$ cat config.mk
export PLATFORM = sky130hd
export DESIGN_NAME = ccs_top
export DESIGN_NICKNAME = d
export VERILOG_FILES = /design/src/common/ccs_pkg.sv /design/src/rtl/ccs_top.sv
export SDC_FILE = /design/constraint.sdc
export NUM_CORES = 1
export LEC_CHECK = 0
export BUFFER_PORTS_ARGS = -buffer_cell sky130_fd_sc_hd__buf_2
export CORE_MARGIN = 8
export CORE_UTILIZATION = 39
export DETAILED_ROUTE_END_ITERATION = 16
export GPL_TIMING_DRIVEN = 0
export SYNTH_ARGS = -nofsm -noshare
export SYNTH_HDL_FRONTEND = slang
export SYNTH_SLANG_ARGS = --single-unit
export TNS_END_PERCENT = 1
$ cat constraint.sdc
create_clock -name i_mclk -period 2.3 [get_ports i_mclk]
set_input_delay 0.23 -clock i_mclk [delete_from_list [all_inputs] [get_ports i_mclk]]
set_output_delay 0.23 -clock i_mclk [all_outputs]
set_load 0.1 [all_outputs]
$ cat src/common/ccs_pkg.sv
// Package for the clock select and short chip select block
package ccs_pkg;
	localparam logic [1:0] ADDR_GCS  = 2'h0;
	localparam logic [1:0] ADDR_PSC  = 2'h1;
	localparam logic [1:0] ADDR_IST  = 2'h2;
	localparam logic [1:0] ADDR_IMSK = 2'h3;
	localparam int GCS_RST_HI  = 7;
	localparam int GCS_RST_LO  = 6;
	localparam int GCS_FORCE   = 5;
	localparam int GCS_SEL_HI  = 4;
	localparam int GCS_SEL_LO  = 2;
	localparam int GCS_PRIO_HI = 1;
	localparam int GCS_PRIO_LO = 0;
	localparam int PSC_TW_HI   = 7;
	localparam int PSC_TW_LO   = 5;
	localparam int PSC_SHRD    = 4;
	localparam int PSC_SHWR    = 3;
	localparam int PSC_FR_HI   = 2;
	localparam int PSC_FR_LO   = 0;
	localparam int IST_WDT     = 0;
	localparam int IST_SWITCH  = 1;
	localparam logic [1:0] RST_NONE  = 2'h0;
	localparam logic [1:0] RST_WDT   = 2'h1;
	localparam logic [1:0] RST_RESET = 2'h3;
	localparam logic [2:0] SEL_D8    = 3'h0;
	localparam logic [2:0] SEL_D8P1  = 3'h1;
	localparam logic [2:0] SEL_FULL  = 3'h2;
	localparam logic [2:0] SEL_D2    = 3'h3;
	localparam logic [2:0] SEL_SLOW  = 3'h4;
	localparam logic [2:0] SEL_SLOFF = 3'h5;
	localparam logic [2:0] SEL_D4    = 3'h6;
	localparam logic [2:0] SEL_D6    = 3'h7;
	localparam logic [2:0] SEL_RESET = 3'h0;
	localparam logic [7:0] PSC_RESET = 8'h00;
	localparam logic [1:0] PRIO_RESET = 2'h0;
	localparam int CLK_NS      = 20;
	localparam int TW_NS_100   = 296;
	localparam int TW_NS_101   = 234;
	localparam int TW_NS_110   = 171;
	localparam int TW_NS_111   = 109;
	localparam logic [4:0] TW_CYC_100 = 5'(TW_NS_100 / CLK_NS);
	localparam logic [4:0] TW_CYC_101 = 5'(TW_NS_101 / CLK_NS);
	localparam logic [4:0] TW_CYC_110 = 5'(TW_NS_110 / CLK_NS);
	localparam logic [4:0] TW_CYC_111 = 5'(TW_NS_111 / CLK_NS);
	localparam logic [1:0] FAST_CS_CYC = 2'h2;
	typedef struct packed {
		logic cs;
		logic rd;
		logic wr;
		logic final_st;
	} ccs_bus_s;
endpackage

$ cat src/rtl/ccs_top.sv
// Clock select, status, periodic interrupt and short chip select logic
//
// Strobed register access is this design's own decision.
`timescale 1ns/1ns
`default_nettype none
// Behaviour
// - Reset status 00/01/11, cleared by read
// - Force bit sets periodic pending, reads zero
// - Periodic field: off or priority 1-3
// - Clock select divides processor and peripheral clocks
// - Codes 100/101 run from slow clock
// - Full speed has no chip select shaping
// - Short read select covers final part only
// - Fast short read select two cycles
// - Short options also at slow rates
// - Slow short read select one slow cycle
// - Short write select around strobe trailing edge
// - Fast write select two before, two after
// - Slow write select one before, one after
// - Separate read and write short enables
// - Slow fraction divides by 2,4,8,16
// - Self-timed width field selects nominal widths
module ccs_top (
	input  wire logic            i_mclk,
	input  wire logic            i_rst_n,
	input  wire logic            i_ce,
	input  wire logic [1:0]      i_addr,
	input  wire logic [7:0]      i_wdata,
	input  wire logic            i_wr,
	input  wire logic            i_rd,
	output logic      [7:0]      o_rdata,
	input  wire logic            i_slow_clk,
	input  wire logic            i_wdt_timeout,
	input  wire logic            i_periodic_tick,
	input  wire logic            i_periodic_ack,
	input  wire ccs_pkg::ccs_bus_s i_bus,
	output logic                 o_cpu_tick,
	output logic                 o_per_tick,
	output logic                 o_osc_run,
	output logic                 o_periodic_pend,
	output logic      [1:0]      o_periodic_prio,
	output logic                 o_mem_cs,
	output logic                 o_irq
);
	logic [1:0] rst_stat_ff;
	logic [2:0] csel_ff;
	logic [2:0] sel_ff;
	logic [1:0] prio_ff;
	logic [7:0] psc_ff;
	logic [1:0] ist_ff;
	logic [1:0] imsk_ff;
	logic       pend_ff;
	logic [7:0] rdata_ff;
	logic [2:0] cnt_ff;
	logic [3:0] scnt_ff;
	logic       slow_q_ff;
	logic [1:0] post_ff;
	logic       spost_ff;
	logic [4:0] tcnt_ff;
	logic       final_q_ff;
	logic       cs_ff;
	logic [3:0] div;
	logic [4:0] sdiv;
	logic [4:0] tw_cyc;
	logic       wr_gcs;
	logic       rd_gcs;
	logic       slow_edge;
	logic       slow_mode;
	logic       fast_end;
	logic       slow_end;
	logic       per_end;
	logic       fast_last2;
	logic       slow_last;
	logic       sh_rd;
	logic       sh_wr;
	logic       timed;
	logic       nxt_cs;

	assign wr_gcs = i_wr && (i_addr == ccs_pkg::ADDR_GCS);
	assign rd_gcs = i_rd && (i_addr == ccs_pkg::ADDR_GCS);
	assign slow_edge = i_slow_clk && !slow_q_ff;
	assign slow_mode = (sel_ff == ccs_pkg::SEL_SLOW) ||
		(sel_ff == ccs_pkg::SEL_SLOFF);

	// Main oscillator divide ratio
	always_comb begin
		unique case (sel_ff)
			ccs_pkg::SEL_FULL: div = 4'h1;
			ccs_pkg::SEL_D2:   div = 4'h2;
			ccs_pkg::SEL_D4:   div = 4'h4;
			ccs_pkg::SEL_D6:   div = 4'h6;
			default:           div = 4'h8;
		endcase
	end

	// Slow clock fraction
	always_comb begin
		unique case (psc_ff[ccs_pkg::PSC_FR_HI:ccs_pkg::PSC_FR_LO])
			3'h4:    sdiv = 5'h02;
			3'h5:    sdiv = 5'h04;
			3'h6:    sdiv = 5'h08;
			3'h7:    sdiv = 5'h10;
			default: sdiv = 5'h01;
		endcase
	end

	// Self-timed width in clock cycles
	always_comb begin
		unique case (psc_ff[ccs_pkg::PSC_TW_HI:ccs_pkg::PSC_TW_LO])
			3'h4:    tw_cyc = ccs_pkg::TW_CYC_100;
			3'h5:    tw_cyc = ccs_pkg::TW_CYC_101;
			3'h6:    tw_cyc = ccs_pkg::TW_CYC_110;
			3'h7:    tw_cyc = ccs_pkg::TW_CYC_111;
			default: tw_cyc = 5'h00;
		endcase
	end

	assign fast_end = ({1'b0, cnt_ff} == div - 4'h1);
	assign slow_last = ({1'b0, scnt_ff} >= sdiv - 5'h01);
	assign slow_end = slow_edge && slow_last;
	assign per_end = slow_mode ? slow_end : fast_end;
	assign fast_last2 = ({1'b0, cnt_ff} >= div - 4'h2);
	assign o_cpu_tick = i_ce && per_end;
	assign o_per_tick = i_ce && ((sel_ff == ccs_pkg::SEL_D8P1) ||
		per_end);
	assign o_osc_run = (sel_ff != ccs_pkg::SEL_SLOFF);

	// Short modes: none at full speed
	assign sh_rd = psc_ff[ccs_pkg::PSC_SHRD] &&
		(sel_ff != ccs_pkg::SEL_FULL);
	assign sh_wr = psc_ff[ccs_pkg::PSC_SHWR] &&
		(sel_ff != ccs_pkg::SEL_FULL);
	assign timed = slow_mode && (tw_cyc != 5'h00);

	// Divider counters
	always_ff @(posedge i_mclk) begin
		if (!i_rst_n) begin
			cnt_ff <= 3'h0;
			scnt_ff <= 4'h0;
			slow_q_ff <= i_slow_clk;
		end else if (i_ce) begin
			slow_q_ff <= i_slow_clk;
			// Restart on every boundary, also leaving slow modes
			cnt_ff <= (fast_end || per_end) ? 3'h0 : cnt_ff + 3'h1;
			if (slow_edge)
				scnt_ff <= slow_last ? 4'h0 : scnt_ff + 4'h1;
		end
	end

	// Selection applied only at a period boundary
	always_ff @(posedge i_mclk) begin
		if (!i_rst_n)
			sel_ff <= ccs_pkg::SEL_RESET;
		else if (i_ce && per_end)
			sel_ff <= csel_ff;
	end

	// Software registers
	always_ff @(posedge i_mclk) begin
		if (!i_rst_n) begin
			csel_ff <= ccs_pkg::SEL_RESET;
			prio_ff <= ccs_pkg::PRIO_RESET;
			psc_ff <= ccs_pkg::PSC_RESET;
			imsk_ff <= 2'h0;
		end else if (i_ce && i_wr) begin
			unique case (i_addr)
				ccs_pkg::ADDR_GCS: begin
					csel_ff <= i_wdata[ccs_pkg::GCS_SEL_HI:ccs_pkg::GCS_SEL_LO];
					prio_ff <= i_wdata[ccs_pkg::GCS_PRIO_HI:ccs_pkg::GCS_PRIO_LO];
				end
				ccs_pkg::ADDR_PSC:  psc_ff <= i_wdata;
				ccs_pkg::ADDR_IMSK: imsk_ff <= i_wdata[1:0];
				default: ;
			endcase
		end
	end

	// Reset status, cleared by a read; a timeout wins
	always_ff @(posedge i_mclk) begin
		if (!i_rst_n)
			rst_stat_ff <= ccs_pkg::RST_RESET;
		else if (i_ce) begin
			if (i_wdt_timeout)
				rst_stat_ff <= ccs_pkg::RST_WDT;
			else if (rd_gcs)
				rst_stat_ff <= ccs_pkg::RST_NONE;
		end
	end

	// Periodic interrupt pending
	always_ff @(posedge i_mclk) begin
		if (!i_rst_n)
			pend_ff <= 1'b0;
		else if (i_ce) begin
			if (i_periodic_tick || (wr_gcs && i_wdata[ccs_pkg::GCS_FORCE]))
				pend_ff <= 1'b1;
			else if (i_periodic_ack)
				pend_ff <= 1'b0;
		end
	end
	assign o_periodic_pend = pend_ff && (prio_ff != 2'h0);
	assign o_periodic_prio = prio_ff;

	// Interrupt status, write one to clear, set wins
	always_ff @(posedge i_mclk) begin
		if (!i_rst_n)
			ist_ff <= 2'h0;
		else if (i_ce) begin
			if (i_wr && (i_addr == ccs_pkg::ADDR_IST))
				ist_ff <= (ist_ff & ~i_wdata[1:0]) |
					{per_end && (sel_ff != csel_ff), i_wdt_timeout};
			else
				ist_ff <= ist_ff |
					{per_end && (sel_ff != csel_ff), i_wdt_timeout};
		end
	end
	assign o_irq = |(ist_ff & imsk_ff);

	// Read data, one cycle after the strobe
	always_ff @(posedge i_mclk) begin
		if (!i_rst_n)
			rdata_ff <= 8'h00;
		else if (i_ce) begin
			if (!i_rd)
				rdata_ff <= 8'h00;
			else begin
				unique case (i_addr)
					ccs_pkg::ADDR_GCS:
						rdata_ff <= {rst_stat_ff, 1'b0, csel_ff, prio_ff};
					ccs_pkg::ADDR_PSC:  rdata_ff <= psc_ff;
					ccs_pkg::ADDR_IST:  rdata_ff <= {6'h00, ist_ff};
					default:            rdata_ff <= {6'h00, imsk_ff};
				endcase
			end
		end
	end
	assign o_rdata = rdata_ff;

	// Trailing select after the write strobe edge and self-timed width
	always_ff @(posedge i_mclk) begin
		if (!i_rst_n) begin
			post_ff <= 2'h0;
			spost_ff <= 1'b0;
			tcnt_ff <= 5'h00;
			final_q_ff <= 1'b0;
		end else if (i_ce) begin
			final_q_ff <= i_bus.final_st;
			if (!slow_mode && sh_wr && i_bus.wr && i_bus.final_st && fast_end)
				post_ff <= ccs_pkg::FAST_CS_CYC;
			else if (post_ff != 2'h0)
				post_ff <= post_ff - 2'h1;
			if (slow_mode && sh_wr && i_bus.wr && i_bus.final_st && slow_end)
				spost_ff <= 1'b1;
			else if (slow_edge)
				spost_ff <= 1'b0;
			if (timed && i_bus.final_st && !final_q_ff)
				tcnt_ff <= tw_cyc;
			else if (tcnt_ff != 5'h00)
				tcnt_ff <= tcnt_ff - 5'h01;
		end
	end

	// Chip select shaping
	always_comb begin
		nxt_cs = i_bus.cs;
		if ((i_bus.rd && sh_rd) || (i_bus.wr && sh_wr))
			nxt_cs = i_bus.final_st &&
				(slow_mode ? slow_last : fast_last2);
		else if (timed && (i_bus.rd || i_bus.wr))
			nxt_cs = (i_bus.final_st && !final_q_ff) ||
				(tcnt_ff > 5'h01);
		if ((post_ff != 2'h0) || spost_ff)
			nxt_cs = 1'b1;
	end

	always_ff @(posedge i_mclk) begin
		if (!i_rst_n)
			cs_ff <= 1'b0;
		else if (i_ce)
			cs_ff <= nxt_cs;
	end
	assign o_mem_cs = cs_ff;

	logic fast_rd_mode;
	logic fast_wr_mode;
	assign fast_rd_mode = sh_rd && !slow_mode && i_bus.rd && !i_bus.wr;
	assign fast_wr_mode = sh_wr && !slow_mode && i_bus.wr && !i_bus.rd;

	rst_clear_a: assert property (@(posedge i_mclk) disable iff (!i_rst_n)
		(i_ce && rd_gcs && !i_wdt_timeout) |=> rst_stat_ff == 2'h0)
		else $error("reset status not cleared by read");
	rst_never_a: assert property (@(posedge i_mclk) disable iff (!i_rst_n)
		rst_stat_ff != 2'h2)
		else $error("reset status shows 10");
	force_zero_a: assert property (@(posedge i_mclk) disable iff (!i_rst_n)
		$past(i_ce && rd_gcs) |-> !o_rdata[ccs_pkg::GCS_FORCE])
		else $error("force bit read back as one");
	force_pend_a: assert property (@(posedge i_mclk) disable iff (!i_rst_n)
		(i_ce && wr_gcs && i_wdata[ccs_pkg::GCS_FORCE]) |=> pend_ff)
		else $error("force write did not set pending");
	prio_off_a: assert property (@(posedge i_mclk) disable iff (!i_rst_n)
		(prio_ff == 2'h0) |-> !o_periodic_pend)
		else $error("periodic pending while disabled");
	full_tick_a: assert property (@(posedge i_mclk) disable iff (!i_rst_n)
		(i_ce && sel_ff == ccs_pkg::SEL_FULL) |-> o_cpu_tick && o_per_tick)
		else $error("full speed tick missing");
	osc_off_a: assert property (@(posedge i_mclk) disable iff (!i_rst_n)
		o_osc_run == (sel_ff != ccs_pkg::SEL_SLOFF))
		else $error("oscillator run wrong");
	full_plain_a: assert property (@(posedge i_mclk) disable iff (!i_rst_n || !i_ce)
		(sel_ff == ccs_pkg::SEL_FULL && post_ff == 2'h0) ##1 $stable(sel_ff)
		|-> o_mem_cs == $past(i_bus.cs))
		else $error("chip select shaped at full speed");
	rd_two_a: assert property (@(posedge i_mclk) disable iff (!i_rst_n || !i_ce)
		($rose(o_mem_cs) && $past(fast_rd_mode) && $past(post_ff) == 2'h0
		&& $past(sel_ff) != ccs_pkg::SEL_D2) |-> o_mem_cs[*2] ##1 !o_mem_cs)
		else $error("short read select not two cycles");
	wr_four_a: assert property (@(posedge i_mclk) disable iff (!i_rst_n || !i_ce)
		($rose(o_mem_cs) && $past(fast_wr_mode)) |-> o_mem_cs[*4])
		else $error("short write select too short");
	sel_edge_a: assert property (@(posedge i_mclk) disable iff (!i_rst_n)
		$changed(sel_ff) |-> $past(per_end))
		else $error("clock select changed mid period");

	slow_rd_c: cover property (@(posedge i_mclk) disable iff (!i_rst_n)
		slow_mode && sh_rd && i_bus.rd && o_mem_cs);
	fast_wr_c: cover property (@(posedge i_mclk) disable iff (!i_rst_n)
		fast_wr_mode && $rose(o_mem_cs));
	timed_c: cover property (@(posedge i_mclk) disable iff (!i_rst_n)
		tcnt_ff == 5'h01);
	wdt_c: cover property (@(posedge i_mclk) disable iff (!i_rst_n)
		rst_stat_ff == ccs_pkg::RST_WDT);
endmodule // ccs_top
`default_nettype wire

* Yosys cells after proc, flatten, opt, wreduce, memory -nomap -nowiden
Index checks and enable logic that the tools add are counted.
** Word-level totals
- Output and inout bits :: 16
- Bits of input ports :: 23
- Bits in registers :: 49
- Word-level logic and storage cells :: 140
** Cells by class
- $add $sub $neg :: 7
- Magnitude comparators :: 3
- Multiplexer cells :: 25
- Equality and inequality tests :: 23
- Bitwise operators :: 5
- Reduce and logical (&&, ||, !) cells :: 60
** Operators with widths (count)
- $eq A3 B3 Y1 const B :: 12
- $pmux W4 S4 :: 2
- $logic_and A1 B1 Y1 :: 29
- $pmux W8 S3 :: 1
- $pmux W5 S4 :: 1
- $reduce_and A2 Y1 :: 9
- $reduce_bool A2 Y1 :: 7
- $mux W1 :: 11
- $mux W2 :: 5
- $mux W5 :: 2
- $reduce_bool A5 Y1 :: 2
- $sub A5 B1 Y5 const B :: 2
- $logic_or A1 B1 Y1 :: 8
- $mux W8 :: 1
- $eq A3 B2 Y1 const B :: 2
- $ge A4 B5 Y1 :: 1
- $gt A5 B1 Y1 const B :: 1
- $add A4 B1 Y4 const B :: 1
- $and A2 B2 Y2 :: 2
- $eq A2 B2 Y1 const B :: 2
- $eq A3 B4 Y1 :: 1
- $ge A3 B4 Y1 :: 1
- $mux W4 :: 1
- $or A2 B2 Y2 :: 2
- other kinds (15) :: 17

* Longest topological paths before layout
- Depth in word-level cells :: 9
- Gate-level depth with buffers :: 9
- Gate-level depth less buffers :: 8

* Worst setup path after synthesis
No wires, ideal clock.
- Path kind :: flip-flop to output port
- Start point :: register sel_ff[1]
- End point :: output port o_per_tick
- Data required time :: 2070 ps
- Stages on the path, launching flop included :: 9
- Arrival time :: 3854 ps
- Path slack :: -1784 ps
- Buffers on the path :: 1
- Cell sequence :: dfxtp_1 -> buf_6 -> nand2_1 -> ha_1 -> nand2b_2 -> a2111o_1 -> a221oi_4 -> a21oi_1 -> o31ai_1
** Between the ends
- Cells in the longest elaborated chain, start to end :: 7
- Elaborated cells on any way between the ends :: 14
- Classes of those cells :: 1 x add/sub; 8 x eq/ne; 2 x mux; 3 x reduce/logical
** Ends and longest elaborated chain
- from (decl) :: RTL line ccs_top.sv:47 : logic [2:0] sel_ff;
- from (signal assigned) :: RTL line ccs_top.sv:153 : sel_ff <= ccs_pkg::SEL_RESET;
- from (signal assigned) :: RTL line ccs_top.sv:155 : sel_ff <= csel_ff;
- $eq A3 B3 Y1 or $eq A3 B2 Y1 (tied branches) :: RTL line ccs_top.sv:87 : unique case (sel_ff)
- $pmux W4 S4 :: RTL line ccs_top.sv:87
- $sub A4 B1 Y4 :: RTL line ccs_top.sv:118 : assign fast_end = ({1'b0, cnt_ff} == div - 4'h1);
- $eq A3 B4 Y1 :: RTL line ccs_top.sv:118
- $mux W1 :: RTL line ccs_top.sv:121 : assign per_end = slow_mode ? slow_end : fast_end;
- $logic_or A1 B1 Y1 * :: RTL line ccs_top.sv:124 : assign o_per_tick = i_ce && ((sel_ff == ccs_pkg::SEL_D8P1) ||
- $logic_and A1 B1 Y1 * :: RTL line ccs_top.sv:124
- to (decl) :: RTL line ccs_top.sv:38 : output logic o_per_tick,
Every way passes the cells marked *; elsewhere a longest branch is shown, timed or not.

* Final worst setup path
- Start point :: register psc_ff[2]
- End point :: output port o_cpu_tick
** Between the ends
- Cells in the longest elaborated chain, start to end :: 7
- Elaborated cells on any way between the ends :: 10
- Classes of those cells :: 1 x add/sub; 1 x order compare; 4 x eq/ne; 2 x mux; 2 x reduce/logical
** Ends and longest elaborated chain
- from (decl) :: RTL line ccs_top.sv:49 : logic [7:0] psc_ff;
- from (signal assigned) :: RTL line ccs_top.sv:163 : psc_ff <= ccs_pkg::PSC_RESET;
- from (signal assigned) :: RTL line ccs_top.sv:171 : ccs_pkg::ADDR_PSC: psc_ff <= i_wdata;
- $eq A3 B3 Y1 :: RTL line ccs_top.sv:98 : unique case (psc_ff[ccs_pkg::PSC_FR_HI:ccs_pkg::PSC_FR_LO])
- $pmux W5 S4 * :: RTL line ccs_top.sv:98
- $sub A5 B1 Y5 * :: RTL line ccs_top.sv:119 : assign slow_last = ({1'b0, scnt_ff} >= sdiv - 5'h01);
- $ge A4 B5 Y1 * :: RTL line ccs_top.sv:119
- $logic_and A1 B1 Y1 * :: RTL line ccs_top.sv:120 : assign slow_end = slow_edge && slow_last;
- $mux W1 * :: RTL line ccs_top.sv:121
- $logic_and A1 B1 Y1 * :: RTL line ccs_top.sv:123 : assign o_cpu_tick = i_ce && per_end;
- to (decl) :: RTL line ccs_top.sv:37 : output logic o_cpu_tick,
Marked as above.

==> reports/results.ini <==
[setup_path]
r2r_cells=8
critPathBufInv=3
timing.rr.start=psc_ff[2]$_SDFFE_PN0P_
r2r-end=scnt_ff[3]$_SDFFE_PN0P_
critPathSlowestCell=a2111oi_4
cp-end-kind=output port
path_class=flip-flop to output port
slowest_delay_ns=0.45
worstPathArrival_ns=2.31
crit_fanout=6
path_cells=clkbuf_1, ha_1, nand2b_4, a2111oi_4, nor3_4, a22o_4, buf_6, buf_8
cpLargestDelayFamily=compound AO/OA/AOI/OAI gates
cp.required_ns=2.07
rrSetupSlack_ns=-0.08
cp-start-kind=flip-flop

[sta]
drv_slew=0
max-slew-margin-rel=0.5224
min_period_ns=2.539
fmax_mhz=393.9
setup_viol=3
worst_slack_ns=-0.2386
tightest_slew_ns=0.7164
rsz0062_at_grt=true
fin_skew_ns=0.007336
finalHoldViolations=0
fin_crit_sh=1.104

[placement]
dp_hpwl_mm=5.550
io_buffer_count=34
routabilityCongestion=0.7883
place_worst_setup_slack_ns=-0.3719
dp_cells=454

[floorplan]
initial_core_util=0.4041
fp.dieH_um=99.90
rows=30
io_pins=39
core_um2=6794
die_w_um=99.90
die-area_um2=9979

[grt]
grt_start_max_net_pins=15
grt_usage=0.1641
grt_first_pass_wirelength_mm=13.12
grt_overflow=0
antenna_found_initial=0
first_global_vias=2625

[synth]
avgSynthCellArea_um2=8.473
yosysWarnings=0
synthArstFlopShare=0
synth_seq_cells=49
synth_cell_types=63
ys.flop_type=dfxtp_1
synth_nets=362
syn_area_um2=2745
syn_inst=324
yosysSeqAreaShare=0.3610
synth_edf_count=1

[detailed_routing]
via_count=2484
ant_nets=0
drc_errors=0
vias_per_cell=5.274
first_pass_iters=7
wl_mm=7.623
drt_iter0_markers=151
wl_per_cell_um=16.18

[cells_and_area]
areaGrowthSynthToFinish_pct=22.56
drive_gt1_frac=0.2320
antenna_cells=0
layout_common_cells=nand2_1 (50), dfxtp_1 (41), buf_2 (32), nor2_1 (31), a21oi_1 (22)
fin_nets=412
fin_cells=471
mostFrequentLayoutCell=nand2_1

[power]
p_comb_frac=0.216
p_leak_nw=1.343
cellPowerDensity_nw_per_um2=604.6
p_sw_w=0.0006041
p_int_w=0.001430
pwr-share-clk=0.317
irDropWorstVdd_mv=0.3663
switching_share=0.2970
seqPwrFrac=0.467

[min_path]
whs_path_depth=1
hp-class=input port to flip-flop
hold_end=slow_q_ff$_DFFE_PP_
worstHoldStart=i_slow_clk

[job]
max-cap-violations=0

[cts]
clkTransAtPathRegs_ns=0.08
htree_levels=2
clock-sinks=49
clock_latency_ns=0.30
cts_buffers=5
cts-root-buf=clkbuf_8
clk_path_buf_depth=2
cts_tree=done

[run_status]
violations=negative setup slack
status=complete, but fails checks

-- layout make-up --
| class | count | area (um^2) |
|---|---|---|
| repair buffers | 43 | 262.8 |
| flip-flops and latches | 49 | 999.7 |
| clock inverters | 1 | 30.03 |
| clock buffers | 7 | 86.33 |
| well taps | 96 | 120.1 |
| plain buffers | 19 | 112.6 |
| multi-input cells | 241 | 1693 |
| fillers | 657 | 3430 |
| inverters | 15 | 60.06 |
-- cell usage after synthesis (all sizes together), types with 2 or more instances --
master	count	area (um^2)
clkbuf	14	52.55
and3	3	20.02
nor2b	4	27.53
nand2b	5	33.78
nand2	52	195.2
or3	2	12.51
nor2	31	116.4
nor3	6	30.03
o21a	4	30.03
a21oi	23	115.1
nand3	11	55.05
xnor2	5	43.79
a21o	2	15.01
a211oi	2	20.02
dfxtp	48	960.9
ha	15	187.7
buf	5	48.79
o21ai	12	60.06
and2	2	12.51
o211ai	2	15.01
and2b	2	16.27
mux4	2	45.04
nor3b	3	32.53
a222oi	5	50.05
nor4	2	12.51
a22o	2	26.28
mux2i	14	140.1
a32oi	2	17.52
nand3b	2	15.01
nand4	5	31.28
inv	13	48.80
a31oi	2	12.51
-- registers in the layout (all words and copies together) (netlist names) --
signal	cells
post_ff	2
o_rdata	8
cnt_ff	3
o_periodic_prio	2
ist_ff	2
sel_ff	3
scnt_ff	4
slow_q_ff	1
psc_ff	8
pend_ff	1
final_q_ff	1
imsk_ff	2
o_mem_cs	1
tcnt_ff	5
spost_ff	1
csel_ff	3
rst_stat_ff	2
-- cells by family after synthesis --
group / after synthesis / share of synthesized area
DFF: 49 / 0.3610
muxes: 16 / 0.06745
and+or+nand+nor: 134 / 0.2347
buffers and inverters: 34 / 0.05879
AOI/OAI and AO/OA: 71 / 0.1937
xor gates and xnor gates: 5 / 0.01595
adders and majority gates: 15 / 0.06837
-- worst max path at each step --
stage | end | cells past startpoint | from | slack, ns
after floorplan | o_per_tick | 8 | sel_ff[0]$_SDFFE_PN0P_ | -0.40
after global placement | o_cpu_tick | 8 | psc_ff[2]$_SDFFE_PN0P_ | -0.36
after detailed placement | o_cpu_tick | 8 | psc_ff[2]$_SDFFE_PN0P_ | -0.37
after CTS | o_per_tick | 9 | sel_ff[1]$_SDFFE_PN0P_ | -0.25
after global routing | o_per_tick | 9 | sel_ff[1]$_SDFFE_PN0P_ | -0.34
final | o_cpu_tick | 8 | psc_ff[2]$_SDFFE_PN0P_ | -0.24
-- power groups by stage --
stage                     logic, W  registers (W)  clock network [W]
after floorplan           0.000311       0.000980                  0
after global placement    0.000426       0.000967                  0
after detailed placement  0.000436       0.000968                  0
after CTS                 0.000441       0.000947           0.000651
after global routing      0.000501       0.000957           0.000695
final                     0.000440       0.000949           0.000645
-- metal layers --
| metal | share of wire | GRT usage | vias up |
|---|---|---|---|
| met4 | 0.010 | 0.03725 | 0 |
| met5 | 0 | 0 | - |
| met1 | 0.47 | 0.2067 | 1185 |
| li1 | - | - | 1247 |
| met3 | 0.037 | 0.03391 | 8 |
| met2 | 0.48 | 0.2786 | 44 |
-- what timing repair did --
| item | CTS | global route |
|---|---|---|
| setup buffers | 9 | 0 |
| resized for setup | 21 | 2 |
| setup endpoints to repair | 3 | 4 |
| pin swaps | 6 | 2 |
| hold buffers | 0 | 0 |
-- per-stage QoR --
step | total power (W) | util | instance area (um^2) | TNS, ns | hold slack, ns
after floorplan | 0.001291 | - | 2794 | -0.3951 | 0.3289
after global placement | 0.001394 | 0.4540 | 3084 | -0.7042 | 0.4264
after detailed placement | 0.001404 | 0.4540 | 3084 | -0.7354 | 0.4285
after CTS | 0.002039 | 0.4939 | 3356 | -0.5053 | 0.1161
after global routing | 0.002153 | 0.4952 | 3364 | -0.8351 | 0.1162
final | 0.002034 | 0.4952 | 3364 | -0.5536 | 0.1192
No activity file was read; power rests on OpenSTA's default activity.
